==> config.mk <==
export PLATFORM = sky130hd
export DESIGN_NAME = rtcsta_top
export DESIGN_NICKNAME = d
export VERILOG_FILES = /design/src/shared/rtcsta_pkg.sv /design/src/rtl/rtcsta_top.sv
export SDC_FILE = /design/constraint.sdc
export NUM_CORES = 1
export LEC_CHECK = 0
export ABC_AREA = 1
export BUFFER_PORTS_ARGS = -buffer_cell sky130_fd_sc_hd__buf_2
export CORE_ASPECT_RATIO = 1.5
export CORE_MARGIN = 3
export CORE_UTILIZATION = 40
export CTS_BUF_LIST = sky130_fd_sc_hd__clkbuf_16
export CTS_CLUSTER_DIAMETER = 150
export CTS_CLUSTER_SIZE = 30
export DETAILED_ROUTE_END_ITERATION = 10
export HOLD_SLACK_MARGIN = 0.05
export PLACE_DENSITY = 0.74
export SLEW_MARGIN = 20
export SYNTH_ARGS = -nofsm -noshare
export SYNTH_HDL_FRONTEND = slang
export SYNTH_SLANG_ARGS = --single-unit
==> constraint.sdc <==
create_clock -name I_MCLK -period 4.99 [get_ports I_MCLK]
set_clock_uncertainty 0.05 [all_clocks]
set_input_delay 0.2495 -clock I_MCLK [delete_from_list [all_inputs] [get_ports I_MCLK]]
set_output_delay 0.2495 -clock I_MCLK [all_outputs]
set_load 0.02 [all_outputs]
==> src/shared/rtcsta_pkg.sv <==
/*
  Package of the shadow, tamper and alarm block: widths, field layouts,
  timing counts, state encodings and the packed carriers of the top module.
  Assumes a single 20 MHz clock domain.
*/
`default_nettype none
package rtcsta_pkg;
  // ==========================================================================
  // Widths and constants.
  localparam int RTCSTA_SS_W = 16;
  localparam int RTCSTA_TR_W = 23;
  localparam int RTCSTA_DR_W = 24;
  localparam int RTCSTA_NTAMP = 3;
  localparam logic [1:0] RTCSTA_FLT_EDGE = 2'h0;
  localparam logic RTCSTA_POL_FALL = 1'h1;
  localparam logic [RTCSTA_SS_W-1:0] RTCSTA_SS_RST = 16'h0000;
  localparam logic [RTCSTA_TR_W-1:0] RTCSTA_TR_RST = 23'h000000;
  localparam logic [RTCSTA_DR_W-1:0] RTCSTA_DR_RST = 24'h000000;
  // Delay of the hardware clear of the line flag after the software clear.
  localparam int RTCSTA_CLK_NS = 50;
  localparam int RTCSTA_LCLR_NS = 150;
  localparam int RTCSTA_LCLR_CYC_I = (RTCSTA_LCLR_NS / RTCSTA_CLK_NS) < 1 ? 1 : (RTCSTA_LCLR_NS / RTCSTA_CLK_NS);
  localparam logic [3:0] RTCSTA_LCLR_CYC = 4'(RTCSTA_LCLR_CYC_I);
  localparam logic [3:0] RTCSTA_CNT_ZERO = 4'h0;
  localparam logic [3:0] RTCSTA_CNT_ONE = 4'h1;

  // ==========================================================================
  // Shadow lock states.
  typedef enum logic [2:0] {
    RTCSTA_OPEN = 3'h1,
    RTCSTA_LK_SS = 3'h2,
    RTCSTA_LK_TR = 3'h4
  } rtcsta_lock_t;

  // Live calendar values from the calendar counter.
  typedef struct packed {
    logic [RTCSTA_SS_W-1:0] ss;
    logic [RTCSTA_TR_W-1:0] tr;
    logic [RTCSTA_DR_W-1:0] dr;
  } rtcsta_cal_t;

  // Tamper configuration: per-channel enable, polarity and no-erase; one filter shared by all channels.
  typedef struct packed {
    logic [RTCSTA_NTAMP-1:0] enable;
    logic [RTCSTA_NTAMP-1:0] polarity;
    logic [RTCSTA_NTAMP-1:0] no_erase;
    logic [1:0] filter;
  } rtcsta_tcfg_t;

  // Calendar read strobes, one cycle each.
  typedef struct packed {
    logic rd_ss;
    logic rd_tr;
    logic rd_dr;
  } rtcsta_rd_t;
endpackage
`default_nettype wire

==> src/rtl/rtcsta_top.sv <==
/*
  Calendar shadow registers with read locking and bypass, falling-edge tamper
  detection with erase control, and alarm A/B flags OR-ed onto one line flag.
  Assumes read strobes, the update pulse and the configuration come from the
  same clock domain; the tamper pins and alarm events are asynchronous.
*/
// Behaviour
// - With bypass off, a subsecond read freezes the time and date copies.
// - With bypass off, a time read keeps the date copy locked.
// - A subsecond or time read in the same cycle as an update escapes the lock; known defect flagged.
// - With bypass set to 1, reads return the live calendar values.
// - Filter 00 and polarity 1 detect tamper events on a falling input edge.
// - Clearing enable in falling mode while the input is high makes an event.
// - With no-erase set, a tamper event is flagged but erases nothing.
// - Alarm A and alarm B flags are OR-ed onto one interrupt line flag.
// - Line flag clears after a delay; an alarm in that window is lost.
`timescale 1ns/1ps
`default_nettype none
module rtcsta_top (
  input wire logic I_MCLK,
  input wire logic I_RST,
  input wire logic I_SHADOW_BYPASS,
  input wire logic I_SHADOW_UPDATE,
  input wire rtcsta_pkg::rtcsta_cal_t I_LIVE,
  input wire rtcsta_pkg::rtcsta_rd_t I_RD,
  output logic [rtcsta_pkg::RTCSTA_SS_W-1:0] O_SUBSECOND_REG,
  output logic [rtcsta_pkg::RTCSTA_TR_W-1:0] O_TIME_REG,
  output logic [rtcsta_pkg::RTCSTA_DR_W-1:0] O_DATE_REG,
  output logic O_LOCK_DEFECT,
  input wire rtcsta_pkg::rtcsta_tcfg_t I_TCFG,
  input wire logic [rtcsta_pkg::RTCSTA_NTAMP-1:0] I_TAMPER_PIN,
  input wire logic [rtcsta_pkg::RTCSTA_NTAMP-1:0] I_TAMPER_FLAG_CLR,
  output logic [rtcsta_pkg::RTCSTA_NTAMP-1:0] O_TAMPER_FLAG,
  output logic O_BACKUP_ERASE,
  input wire logic I_ALARM_A_EVT,
  input wire logic I_ALARM_B_EVT,
  input wire logic I_ALARM_A_CLR,
  input wire logic I_ALARM_B_CLR,
  input wire logic I_LINE_CLR,
  output logic O_ALARM_A_FLAG,
  output logic O_ALARM_B_FLAG,
  output logic O_LINE_FLAG
);
  import rtcsta_pkg::*;

  // ==========================================================================
  // Shadow copies and read lock.
  rtcsta_lock_t lock_q, lock_d;
  rtcsta_cal_t shd_q, shd_d;
  logic [RTCSTA_SS_W-1:0] ss_q, ss_d;
  logic [RTCSTA_TR_W-1:0] tr_q, tr_d;
  logic [RTCSTA_DR_W-1:0] dr_q, dr_d;
  logic defect_q, defect_d;

  // The update is held off while locked; a read landing in the same cycle
  // as an update still lets that update through, as silicon does.
  always_comb begin
    lock_d = lock_q;
    shd_d = shd_q;
    ss_d = ss_q;
    tr_d = tr_q;
    dr_d = dr_q;
    defect_d = 1'b0;
    if (I_SHADOW_UPDATE && (lock_q == RTCSTA_OPEN)) begin
      shd_d = I_LIVE;
    end
    if (I_RD.rd_ss) begin
      ss_d = I_SHADOW_BYPASS ? I_LIVE.ss : shd_q.ss;
      if (!I_SHADOW_BYPASS) begin
        lock_d = RTCSTA_LK_SS;
      end
    end
    if (I_RD.rd_tr) begin
      tr_d = I_SHADOW_BYPASS ? I_LIVE.tr : shd_q.tr;
      if (!I_SHADOW_BYPASS) begin
        lock_d = RTCSTA_LK_TR;
      end
    end
    if (I_RD.rd_dr) begin
      dr_d = I_SHADOW_BYPASS ? I_LIVE.dr : shd_q.dr;
      lock_d = RTCSTA_OPEN;
    end
    // A read taken while an update lands in the same cycle sees the old copy
    // yet the copy moves under it: the lock arrives one cycle too late.
    if ((I_RD.rd_ss || I_RD.rd_tr) && !I_SHADOW_BYPASS && I_SHADOW_UPDATE && (lock_q == RTCSTA_OPEN)) begin
      defect_d = 1'b1;
    end
    if (I_SHADOW_BYPASS) begin
      lock_d = RTCSTA_OPEN;
    end
  end

  always_ff @(posedge I_MCLK or posedge I_RST) begin
    if (I_RST) begin
      lock_q <= RTCSTA_OPEN;
      shd_q <= '{ss: RTCSTA_SS_RST, tr: RTCSTA_TR_RST, dr: RTCSTA_DR_RST};
      ss_q <= RTCSTA_SS_RST;
      tr_q <= RTCSTA_TR_RST;
      dr_q <= RTCSTA_DR_RST;
      defect_q <= 1'b0;
    end else begin
      lock_q <= lock_d;
      shd_q <= shd_d;
      ss_q <= ss_d;
      tr_q <= tr_d;
      dr_q <= dr_d;
      defect_q <= defect_d;
    end
  end

  assign O_SUBSECOND_REG = ss_q;
  assign O_TIME_REG = tr_q;
  assign O_DATE_REG = dr_q;
  assign O_LOCK_DEFECT = defect_q;

  // ==========================================================================
  // Tamper channels.
  logic [RTCSTA_NTAMP-1:0] tp_s1_q, tp_s2_q, tp_s3_q;
  logic [RTCSTA_NTAMP-1:0] en_prev_q;
  logic [RTCSTA_NTAMP-1:0] tflag_q, tflag_d;
  logic erase_q, erase_d;

  // Detection ORs the enabled falling pin edge with a fall of enable, so dropping
  // enable while the pin is high looks exactly like a falling edge.
  always_comb begin
    logic [RTCSTA_NTAMP-1:0] evt;
    logic edge_mode;
    evt = '0;
    edge_mode = (I_TCFG.filter == RTCSTA_FLT_EDGE);
    tflag_d = tflag_q;
    erase_d = 1'b0;
    for (int i = 0; i < RTCSTA_NTAMP; i++) begin
      if (edge_mode && I_TCFG.polarity[i] == RTCSTA_POL_FALL) begin
        evt[i] = (I_TCFG.enable[i] && tp_s3_q[i] && !tp_s2_q[i])
                 || (en_prev_q[i] && !I_TCFG.enable[i] && tp_s2_q[i]);
      end
      if (I_TAMPER_FLAG_CLR[i]) begin
        tflag_d[i] = 1'b0;
      end
      if (evt[i]) begin
        tflag_d[i] = 1'b1;
        if (!I_TCFG.no_erase[i]) begin
          erase_d = 1'b1;
        end
      end
    end
  end

  always_ff @(posedge I_MCLK or posedge I_RST) begin
    if (I_RST) begin
      tp_s1_q <= '0;
      tp_s2_q <= '0;
      tp_s3_q <= '0;
      en_prev_q <= '0;
      tflag_q <= '0;
      erase_q <= 1'b0;
    end else begin
      tp_s1_q <= I_TAMPER_PIN;
      tp_s2_q <= tp_s1_q;
      tp_s3_q <= tp_s2_q;
      en_prev_q <= I_TCFG.enable;
      tflag_q <= tflag_d;
      erase_q <= erase_d;
    end
  end

  assign O_TAMPER_FLAG = tflag_q;
  assign O_BACKUP_ERASE = erase_q;

  // ==========================================================================
  // Alarm flags and shared line flag.
  logic [1:0] aa_s_q, ab_s_q;
  logic aa_prev_q, ab_prev_q;
  logic af_q, af_d, bf_q, bf_d;
  logic line_q, line_d;
  logic or_prev_q;
  logic [3:0] lclr_q, lclr_d;

  // The line is edge-sensitive on the OR of both flags; a rising edge during
  // the pending clear is swallowed when the delayed clear fires.
  always_comb begin
    logic aev, bev, or_now;
    aev = aa_s_q[1] && !aa_prev_q;
    bev = ab_s_q[1] && !ab_prev_q;
    or_now = af_q || bf_q;
    af_d = af_q;
    bf_d = bf_q;
    if (I_ALARM_A_CLR) af_d = 1'b0;
    if (aev) af_d = 1'b1;
    if (I_ALARM_B_CLR) bf_d = 1'b0;
    if (bev) bf_d = 1'b1;
    line_d = line_q;
    lclr_d = lclr_q;
    if (or_now && !or_prev_q) begin
      line_d = 1'b1;
    end
    if (I_LINE_CLR) begin
      lclr_d = RTCSTA_LCLR_CYC;
    end else if (lclr_q != RTCSTA_CNT_ZERO) begin
      lclr_d = lclr_q - RTCSTA_CNT_ONE;
      if (lclr_q == RTCSTA_CNT_ONE) begin
        line_d = 1'b0;
      end
    end
  end

  always_ff @(posedge I_MCLK or posedge I_RST) begin
    if (I_RST) begin
      aa_s_q <= 2'h0;
      ab_s_q <= 2'h0;
      aa_prev_q <= 1'b0;
      ab_prev_q <= 1'b0;
      af_q <= 1'b0;
      bf_q <= 1'b0;
      line_q <= 1'b0;
      or_prev_q <= 1'b0;
      lclr_q <= RTCSTA_CNT_ZERO;
    end else begin
      aa_s_q <= {aa_s_q[0], I_ALARM_A_EVT};
      ab_s_q <= {ab_s_q[0], I_ALARM_B_EVT};
      aa_prev_q <= aa_s_q[1];
      ab_prev_q <= ab_s_q[1];
      af_q <= af_d;
      bf_q <= bf_d;
      line_q <= line_d;
      or_prev_q <= af_q || bf_q;
      lclr_q <= lclr_d;
    end
  end

  assign O_ALARM_A_FLAG = af_q;
  assign O_ALARM_B_FLAG = bf_q;
  assign O_LINE_FLAG = line_q;
endmodule // rtcsta_top
`default_nettype wire

After elaboration in Yosys (flattened, before gate mapping)
Cells that the tools add are included.
- register bits: 160
- input bits: 92
- output and inout bits: 71
- word-level logic and storage cells: 107
- $add $sub $neg: 1
- equality and inequality tests: 2
- mux-type cells: 33
- reduce and logical (&&, ||, !) cells: 46
- operators with widths (operator ; number):
    2-to-1 mux 1 bit ; 24
    2-to-1 mux 24 bit ; 1
    2-to-1 mux 23 bit ; 1
    logical AND 1 bit ; 22
    2-to-1 mux 16 bit ; 1
    2-to-1 mux 3 bit ; 4
    nonzero test 2 bit ; 6
    logical NOT 1 bit ; 10
    2-to-1 mux 4 bit ; 2
    nonzero test 4 bit ; 2
    logical OR 1 bit ; 5
    == test 4 x 1 -> 1 bit, second input constant ; 1
    subtractor 4 x 1 -> 4 bit, second input constant ; 1
    == test 3 x 1 -> 1 bit, second input constant ; 1
    logical NOT 2 bit ; 1

Depth between registers and ports, before layout
Gate-level depths: netlist (run 1).
- word-level depth: 10
- depth in mapped cells: 6
- gate-level depth less buffers: 5

Least setup slack after synthesis (run 1)
OpenSTA, ideal clock, no wires.
- path kind: reg-to-reg
- start point: register lock_q[0]
- end point: register shd_q[10] in the netlist's numbering
- setup time: 0.130 ns
- data arrival time: 1.090 ns
- data required time: 4.810 ns
- setup slack: 3.719 ns
- stages on the path, launching flop included: 6
- path buffers: 2
- period minus slack after synthesis: 1.271 ns
- path through: dfstp_2 -> nand3_2 -> buf_6 -> buf_2 -> nand2_1 -> o21ai_1
- cells in the longest elaborated chain, start to end: 2
- ends and longest elaborated chain (item ; RTL line ; text):
    start: declaration ; rtcsta_top.sv:48 ; rtcsta_lock_t lock_q, lock_d;
    start signal: assignment ; rtcsta_top.sv:102 ; lock_q <= lock_d;
    == test 3 x 1 -> 1 bit ; rtcsta_top.sv:64 ; if (I_SHADOW_UPDATE && (lock_q == RTCSTA_OPEN)) begin
    logical AND 1 bit ; rtcsta_top.sv:64 ;
    end signal: assignment ; rtcsta_top.sv:96 ; shd_q <= '{ss: RTCSTA_SS_RST, tr: RTCSTA_TR_RST, dr: RTCSTA_DR_RST};
    end: declaration ; rtcsta_top.sv:49 ; rtcsta_cal_t shd_q, shd_d;
Every way passes these cells.
A chain may end at the register's enable or synchronous reset.

Final worst setup path (run 1)
- start point: register lock_q[0]
- end point: register shd_q[31] in the netlist's numbering
The elaborated chain is that of the path after synthesis.

==> results of run 1 <==
[logic make-up after synthesis]
kind of cell               after synthesis  synth area share
and+or+nand+nor                        243            0.1422
buffers and inverters                  156           0.09542
adders and majority gates                3          0.005658
AOI/OAI and AO/OA                      166            0.1505
xor gates and xnor gates                 2          0.002640
DFF                                    160            0.6036
[per-stage QoR]
stage / cells / util / hold WS, ps / worst slack, ps
6_report: 1130 / 0.5253 / 62.88 / 3071
5_1_grt: 1130 / 0.5253 / 50.38 / 2821
2_1_floorplan: 730 / - / 230.9 / 372.2
4_1_cts: 1129 / 0.5243 / 50.81 / 3034
3_5_place_dp: 1060 / 0.4635 / 288.1 / 3029
3_3_place_gp: 1060 / 0.4635 / 282.6 / 3082
[sequential cells by signal (all words and copies together), names as in the netlist, 4 cells and up]
register / flops
shd_q: 63
O_DATE_REG: 24
O_TIME_REG: 23
lclr_q: 4
O_SUBSECOND_REG: 16
[final timing paths]
path / start / depth (start not counted) / slack (ps) / end
max: lock_q[0] / 4 / 3070 / shd_q[31]
max reg2reg: lock_q[0] / 4 / 3070 / shd_q[31]
min reg2reg: tp_s1_q[1] / 0 / 300 / tp_s2_q[1]
max in group asynchronous: I_RST / 4 / 3350 / shd_q[1]
min in group asynchronous: I_RST / 3 / 530 / O_TIME_REG[17]
min: I_LIVE[3] / 3 / 60 / shd_q[3]
[routing by layer]
metal	global-route usage	routed length, um
met1	0.2144	6701
met5	0	0
met3	0.03870	718
met4	0.04704	163
met2	0.2971	7450
[synth_stat cells, drive strengths merged]
cell type	count
a31oi	1
nor3	3
dfrtp	159
inv	116
o21ai	93
o211ai	58
buf	23
clkbuf	17
dfstp	1
o22ai	2
ha	3
nand4	3
nand3	6
nor2	26
a21oi	12
xnor2	2
nand2	205
[critical path, delay by kind of cell (launching register included)]
family	cells	cell delay [ps]
DFF	1	550
and+or+nand+nor	2	510
buffers and inverters	1	500
AOI/OAI and AO/OA	1	90
[layout make-up]
type	instances	area [um^2]
Multi-Input combinational cell	414	2004
Fill cell	1503	7719
Clock inverter	15	193.9
Sequential cell	160	4005
Inverter	116	442.9
Timing Repair Buffer	202	1212
Clock buffer	17	425.4
Tap cell	206	257.7
[cells in the final DEF (no fill, tap or decap), types with 2 or more instances in the layout]
master / Yosys / final
nand2_1: 205 / 205
buf_2: 20 / 161
dfrtp_1: 159 / 159
inv_1: 116 / 118
o21ai_0: 73 / 73
o211ai_1: 58 / 58
dlygate4sd3_1: 0 / 38
nor2_1: 25 / 25
o21ai_1: 20 / 20
clkbuf_16: 0 / 17
a21oi_1: 7 / 7
a21oi_2: 5 / 5
nand3_1: 5 / 5
bufinv_16: 0 / 4
nand4_1: 3 / 3
ha_1: 3 / 3
clkinvlp_4: 0 / 3
nor3_1: 2 / 2
xnor2_1: 2 / 2
o22ai_1: 2 / 2
inv_6: 0 / 2
clkinv_4: 0 / 2
buf_4: 0 / 2
[power breakdown]
part           switching, W  internal [W]
registers         0.0000933       0.00147
logic              0.000342      0.000201
clock network      0.000522      0.000836
total              0.000957       0.00250
==> out/metrics.csv, run 1 <==
metric,value,unit
status,finished clean,
cpPeakStageDelay,550,ps
wl,15030,um
synth_nets,825,
grt.total_usage,0.1705,
clk_latency,410,ps
clkTransAtPathRegs,60,ps
numCtsBuffers,17,
grt_pass1_vias,5373,
grt-ovfl-total,0,
wl_per_cell,13.30,um
gp_congestion,0.7512,
synth_area_per_cell,9.089,um^2
clockBufferDepth,2,
fin_setup_tns,0,ps
nets,1006,
antenna_found_initial,0,
path_cells,nand3_4 > buf_4 > nand2_1 > o21ai_0,
critPathKind,reg2reg,
cp_data_arrival_time,2120,ps
io_pins,163,
max-slew-margin-rel,0.4288,
place_hpwl,9458,um
grt_pass1_wl,25770,um
final_cell_area,8542,um^2
vdd.ir_drop.worst,0.0001978,V
cp.required,5190,ps
post-route-min-period,1919,ps
period_share,0.3845,
cts_root_buf,clkbuf_16,
die-area,18200,um^2
core,16260,um^2
tritoncts,built,
synth.distinct_cells,23,
drc,0,
finalPower,0.003462,W
rows,57,
dieHeight,163.7,um
grt_max_degree,129,
vias,5284,
setup_viol,0,
syn_area,6635,um^2
cts_num_sinks,160,
cts_hold_buf,37,
syn_inst,730,
initialDrtViolationCount,302,
start_kind,register,
synth-seq-area-share,0.6036,
yosys.area.top_type,dfrtp_1,
critical_path_peak_fanout,81,
drive_above_1_share,0.2197,
post_cts_buffers,0,
antenna_cells,0,
critPathSlowestCell,dfstp_2,
hp-class,in2reg,
dr.pass1.iters,4,
synth.area.top_cells,"dfrtp_1 60%, nand2_1 12%, inv_1 6.6%",
io_buffers,162,
end_kind,register,
ys_warn_count,0,
slew_violations,0,
cts_resized,0,
start_util,0.4080,
yosys_register_bits,160,
ant_nets,0,
area_delta_synth_final,28.74,%
cts_max_level,4,
fmax,521.2,MHz
via_per_inst,4.676,
p_leak,4.495,nW
post_dp_cell_area,7536,um^2
maxCapViolations,0,
rsz0062_at_grt,false,
tightest_slew,856.8,ps
netlist.area_leader.share,0.5997,
fp.dieW,111.2,um
power_density,405.3,nW/um^2
hold_viol,0,
No activity file was read; power rests on OpenSTA's default activity.
==> run 2: changes to the inputs <==
==> constraint.sdc (replaced) <==
create_clock -name I_MCLK -period 1.85 [get_ports I_MCLK]
set_clock_uncertainty 0.05 [all_clocks]
set_input_delay 0.0925 -clock I_MCLK [delete_from_list [all_inputs] [get_ports I_MCLK]]
set_output_delay 0.0925 -clock I_MCLK [all_outputs]
set_load 0.02 [all_outputs]
==> run 2 against run 1 <==
Sequential share of layout area down 3.0 points. Worst setup slack worse by 2700 ps. Via count up 6.4%. Largest cell class unchanged. Largest power group unchanged. Flip-flop and latch count unchanged.
==> out/metrics.csv, run 2 (synthesis gave the netlist of run 1 again) <==
metric,value,unit,change
grt.total_usage,0.1828,,was 0.1705
die-area,18200,um^2,unchanged
area_delta_synth_final,37.64,%,was 28.74%
finalPower,0.009158,W,was 0.003462 W
seqCellArea,4005,um^2,unchanged
nets,1066,,was 1006
vdd.ir_drop.worst,0.0005824,V,was 0.0001978 V
tightest_slew,824.2,ps,was 856.8 ps
top_register,shd_q,,unchanged
post-route-min-period,1528,ps,was 1919 ps
dieHeight,163.7,um,unchanged
fin_setup_tns,0,ps,unchanged
io_pins,163,,unchanged
post_cts_buffers,0,,unchanged
hp-class,in2reg,,unchanged
final_cell_area,9133,um^2,was 8542 um^2
grt-ovfl-total,0,,unchanged
maxCapViolations,0,,unchanged
cts_num_sinks,160,,unchanged
layout_commonest_cell,nand2_1,,unchanged
numCtsBuffers,17,,unchanged
tritoncts,built,,unchanged
fp.dieW,111.2,um,unchanged
dr.pass1.iters,5,,was 4
grt_pass1_vias,5772,,was 5373
end_kind,register,,unchanged
core,16260,um^2,unchanged
ant_nets,0,,unchanged
largest_reg_flops,63,,unchanged
vias,5624,,was 5284
fillers,1392,,was 1503
fmax,654.3,MHz,was 521.2 MHz
rsz0062_at_grt,false,,unchanged
place_hpwl,10070,um,was 9458 um
antenna_cells,0,,unchanged
setup_viol,0,,unchanged
grt_pass1_wl,27520,um,was 25770 um
drive_above_1_share,0.2144,,was 0.2197
drc,0,,unchanged
instances_no_fill,1190,,was 1130
max-slew-margin-rel,0.4499,,was 0.4288
critPathKind,reg2reg,,unchanged
power_density,1003,nW/um^2,was 405.3 nW/um^2
layout_common_cells,"205 x nand2_1, 161 x buf_2, 159 x dfrtp_1",,unchanged
initialDrtViolationCount,352,,was 302
wl_per_cell,13.67,um,was 13.30 um
regToRegStartpoint,tp_s2_q[0],,was lock_q[0]
critical_path_peak_fanout,3,,was 81
start_util,0.4080,,unchanged
hold_viol,0,,unchanged
gp_congestion,0.8053,,was 0.7512
via_per_inst,4.726,,was 4.676
cp_data_arrival_time,1750,ps,was 2120 ps
cp.required,2080,ps,was 5190 ps
grt_max_degree,82,,was 129
wl,16260,um,was 15030 um
cts_root_buf,clkbuf_16,,unchanged
clockBufferDepth,2,,unchanged
clkTransAtPathRegs,60,ps,about the same
cts_max_level,4,,unchanged
period_share,0.8261,,was 0.3845
p_leak,4.735,nW,was 4.495 nW
rows,57,,unchanged
clk_latency,410,ps,about the same
hold_ws,112.6,ps,was 62.88 ps
dp.cells,1068,,was 1060
io_buffers,162,,unchanged
multi_input_area,2004,um^2,unchanged
antenna_found_initial,0,,unchanged
slew_violations,0,,unchanged
start_kind,register,,unchanged
crit_start,tp_s2_q[0],,was lock_q[0]
ff2ff_setup_slack,320,ps,was 3070 ps
post_dp_cell_area,7670,um^2,was 7536 um^2
min_from,I_RD[0],,was I_LIVE[3]
status,finished clean,,unchanged
==> run 2: cell types whose count changed in the layout (fill, tap and decap cells not counted), sizes merged <==
| cell | before | now |
|---|---|---|
| dlygate4sd3 | 38 | 90 |
| buf | 164 | 172 |
| bufinv | 4 | 1 |
| clkinv | 3 | 5 |
| clkinvlp | 3 | 4 |
==> run 2: worst paths after layout <==
kind,to,depth (start not counted)
worst max-delay path,O_TAMPER_FLAG[0],5
worst min-delay path,O_DATE_REG[0],2
worst max register to register,O_TAMPER_FLAG[0],5
worst min register to register,ab_s_q[1],0
max in group asynchronous,shd_q[32],4
min in group asynchronous,tp_s3_q[2],3
==> run 2: critical path: stages, from the launching register on <==
cell	delay (ps)
dfrtp_1	390
inv_1	60
nand2_1	70
nand3_1	110
o21ai_0	120
dlygate4sd3_1	600
==> run 2: final cells by class <==
class / count / area share
tap: 206 / 0.02822
clock buffer: 17 / 0.04658
sequential: 160 / 0.4386
inverter: 116 / 0.04809
timing repair buffer: 262 / 0.2041
clock inverter: 15 / 0.01493
multi-input combinational: 414 / 0.2195
==> run 2: what timing repair did <==
| item | 4_1_cts | 5_1_grt |
|---|---|---|
| endpoints found under the setup margin | 0 | 0 |
| gates resized for setup | 0 | 0 |
| hold buffers | 90 | 0 |
| hold endpoints to repair | 304 | 0 |
==> run 2: stage by stage <==
step                      setup WS, ps  utilization
after floorplan                 -320.5            -
after global placement           647.0       0.4717
after detailed placement         594.1       0.4717
after CTS                        388.3       0.5616
after global routing             289.3       0.5616
final                            321.7       0.5616
==> run 2: where the power goes <==
part | internal (W) | switching [W]
combinational | 0.000648 | 0.000959
clock | 0.00187 | 0.00147
sequential | 0.00396 | 0.000256
==> run 2: metal layers <==
metal | track usage | part of all wire
met1 | 0.2245 | 0.43
met2 | 0.3262 | 0.51
met3 | 0.03428 | 0.045
met4 | 0.05811 | 0.014
met5 | 0 | 0
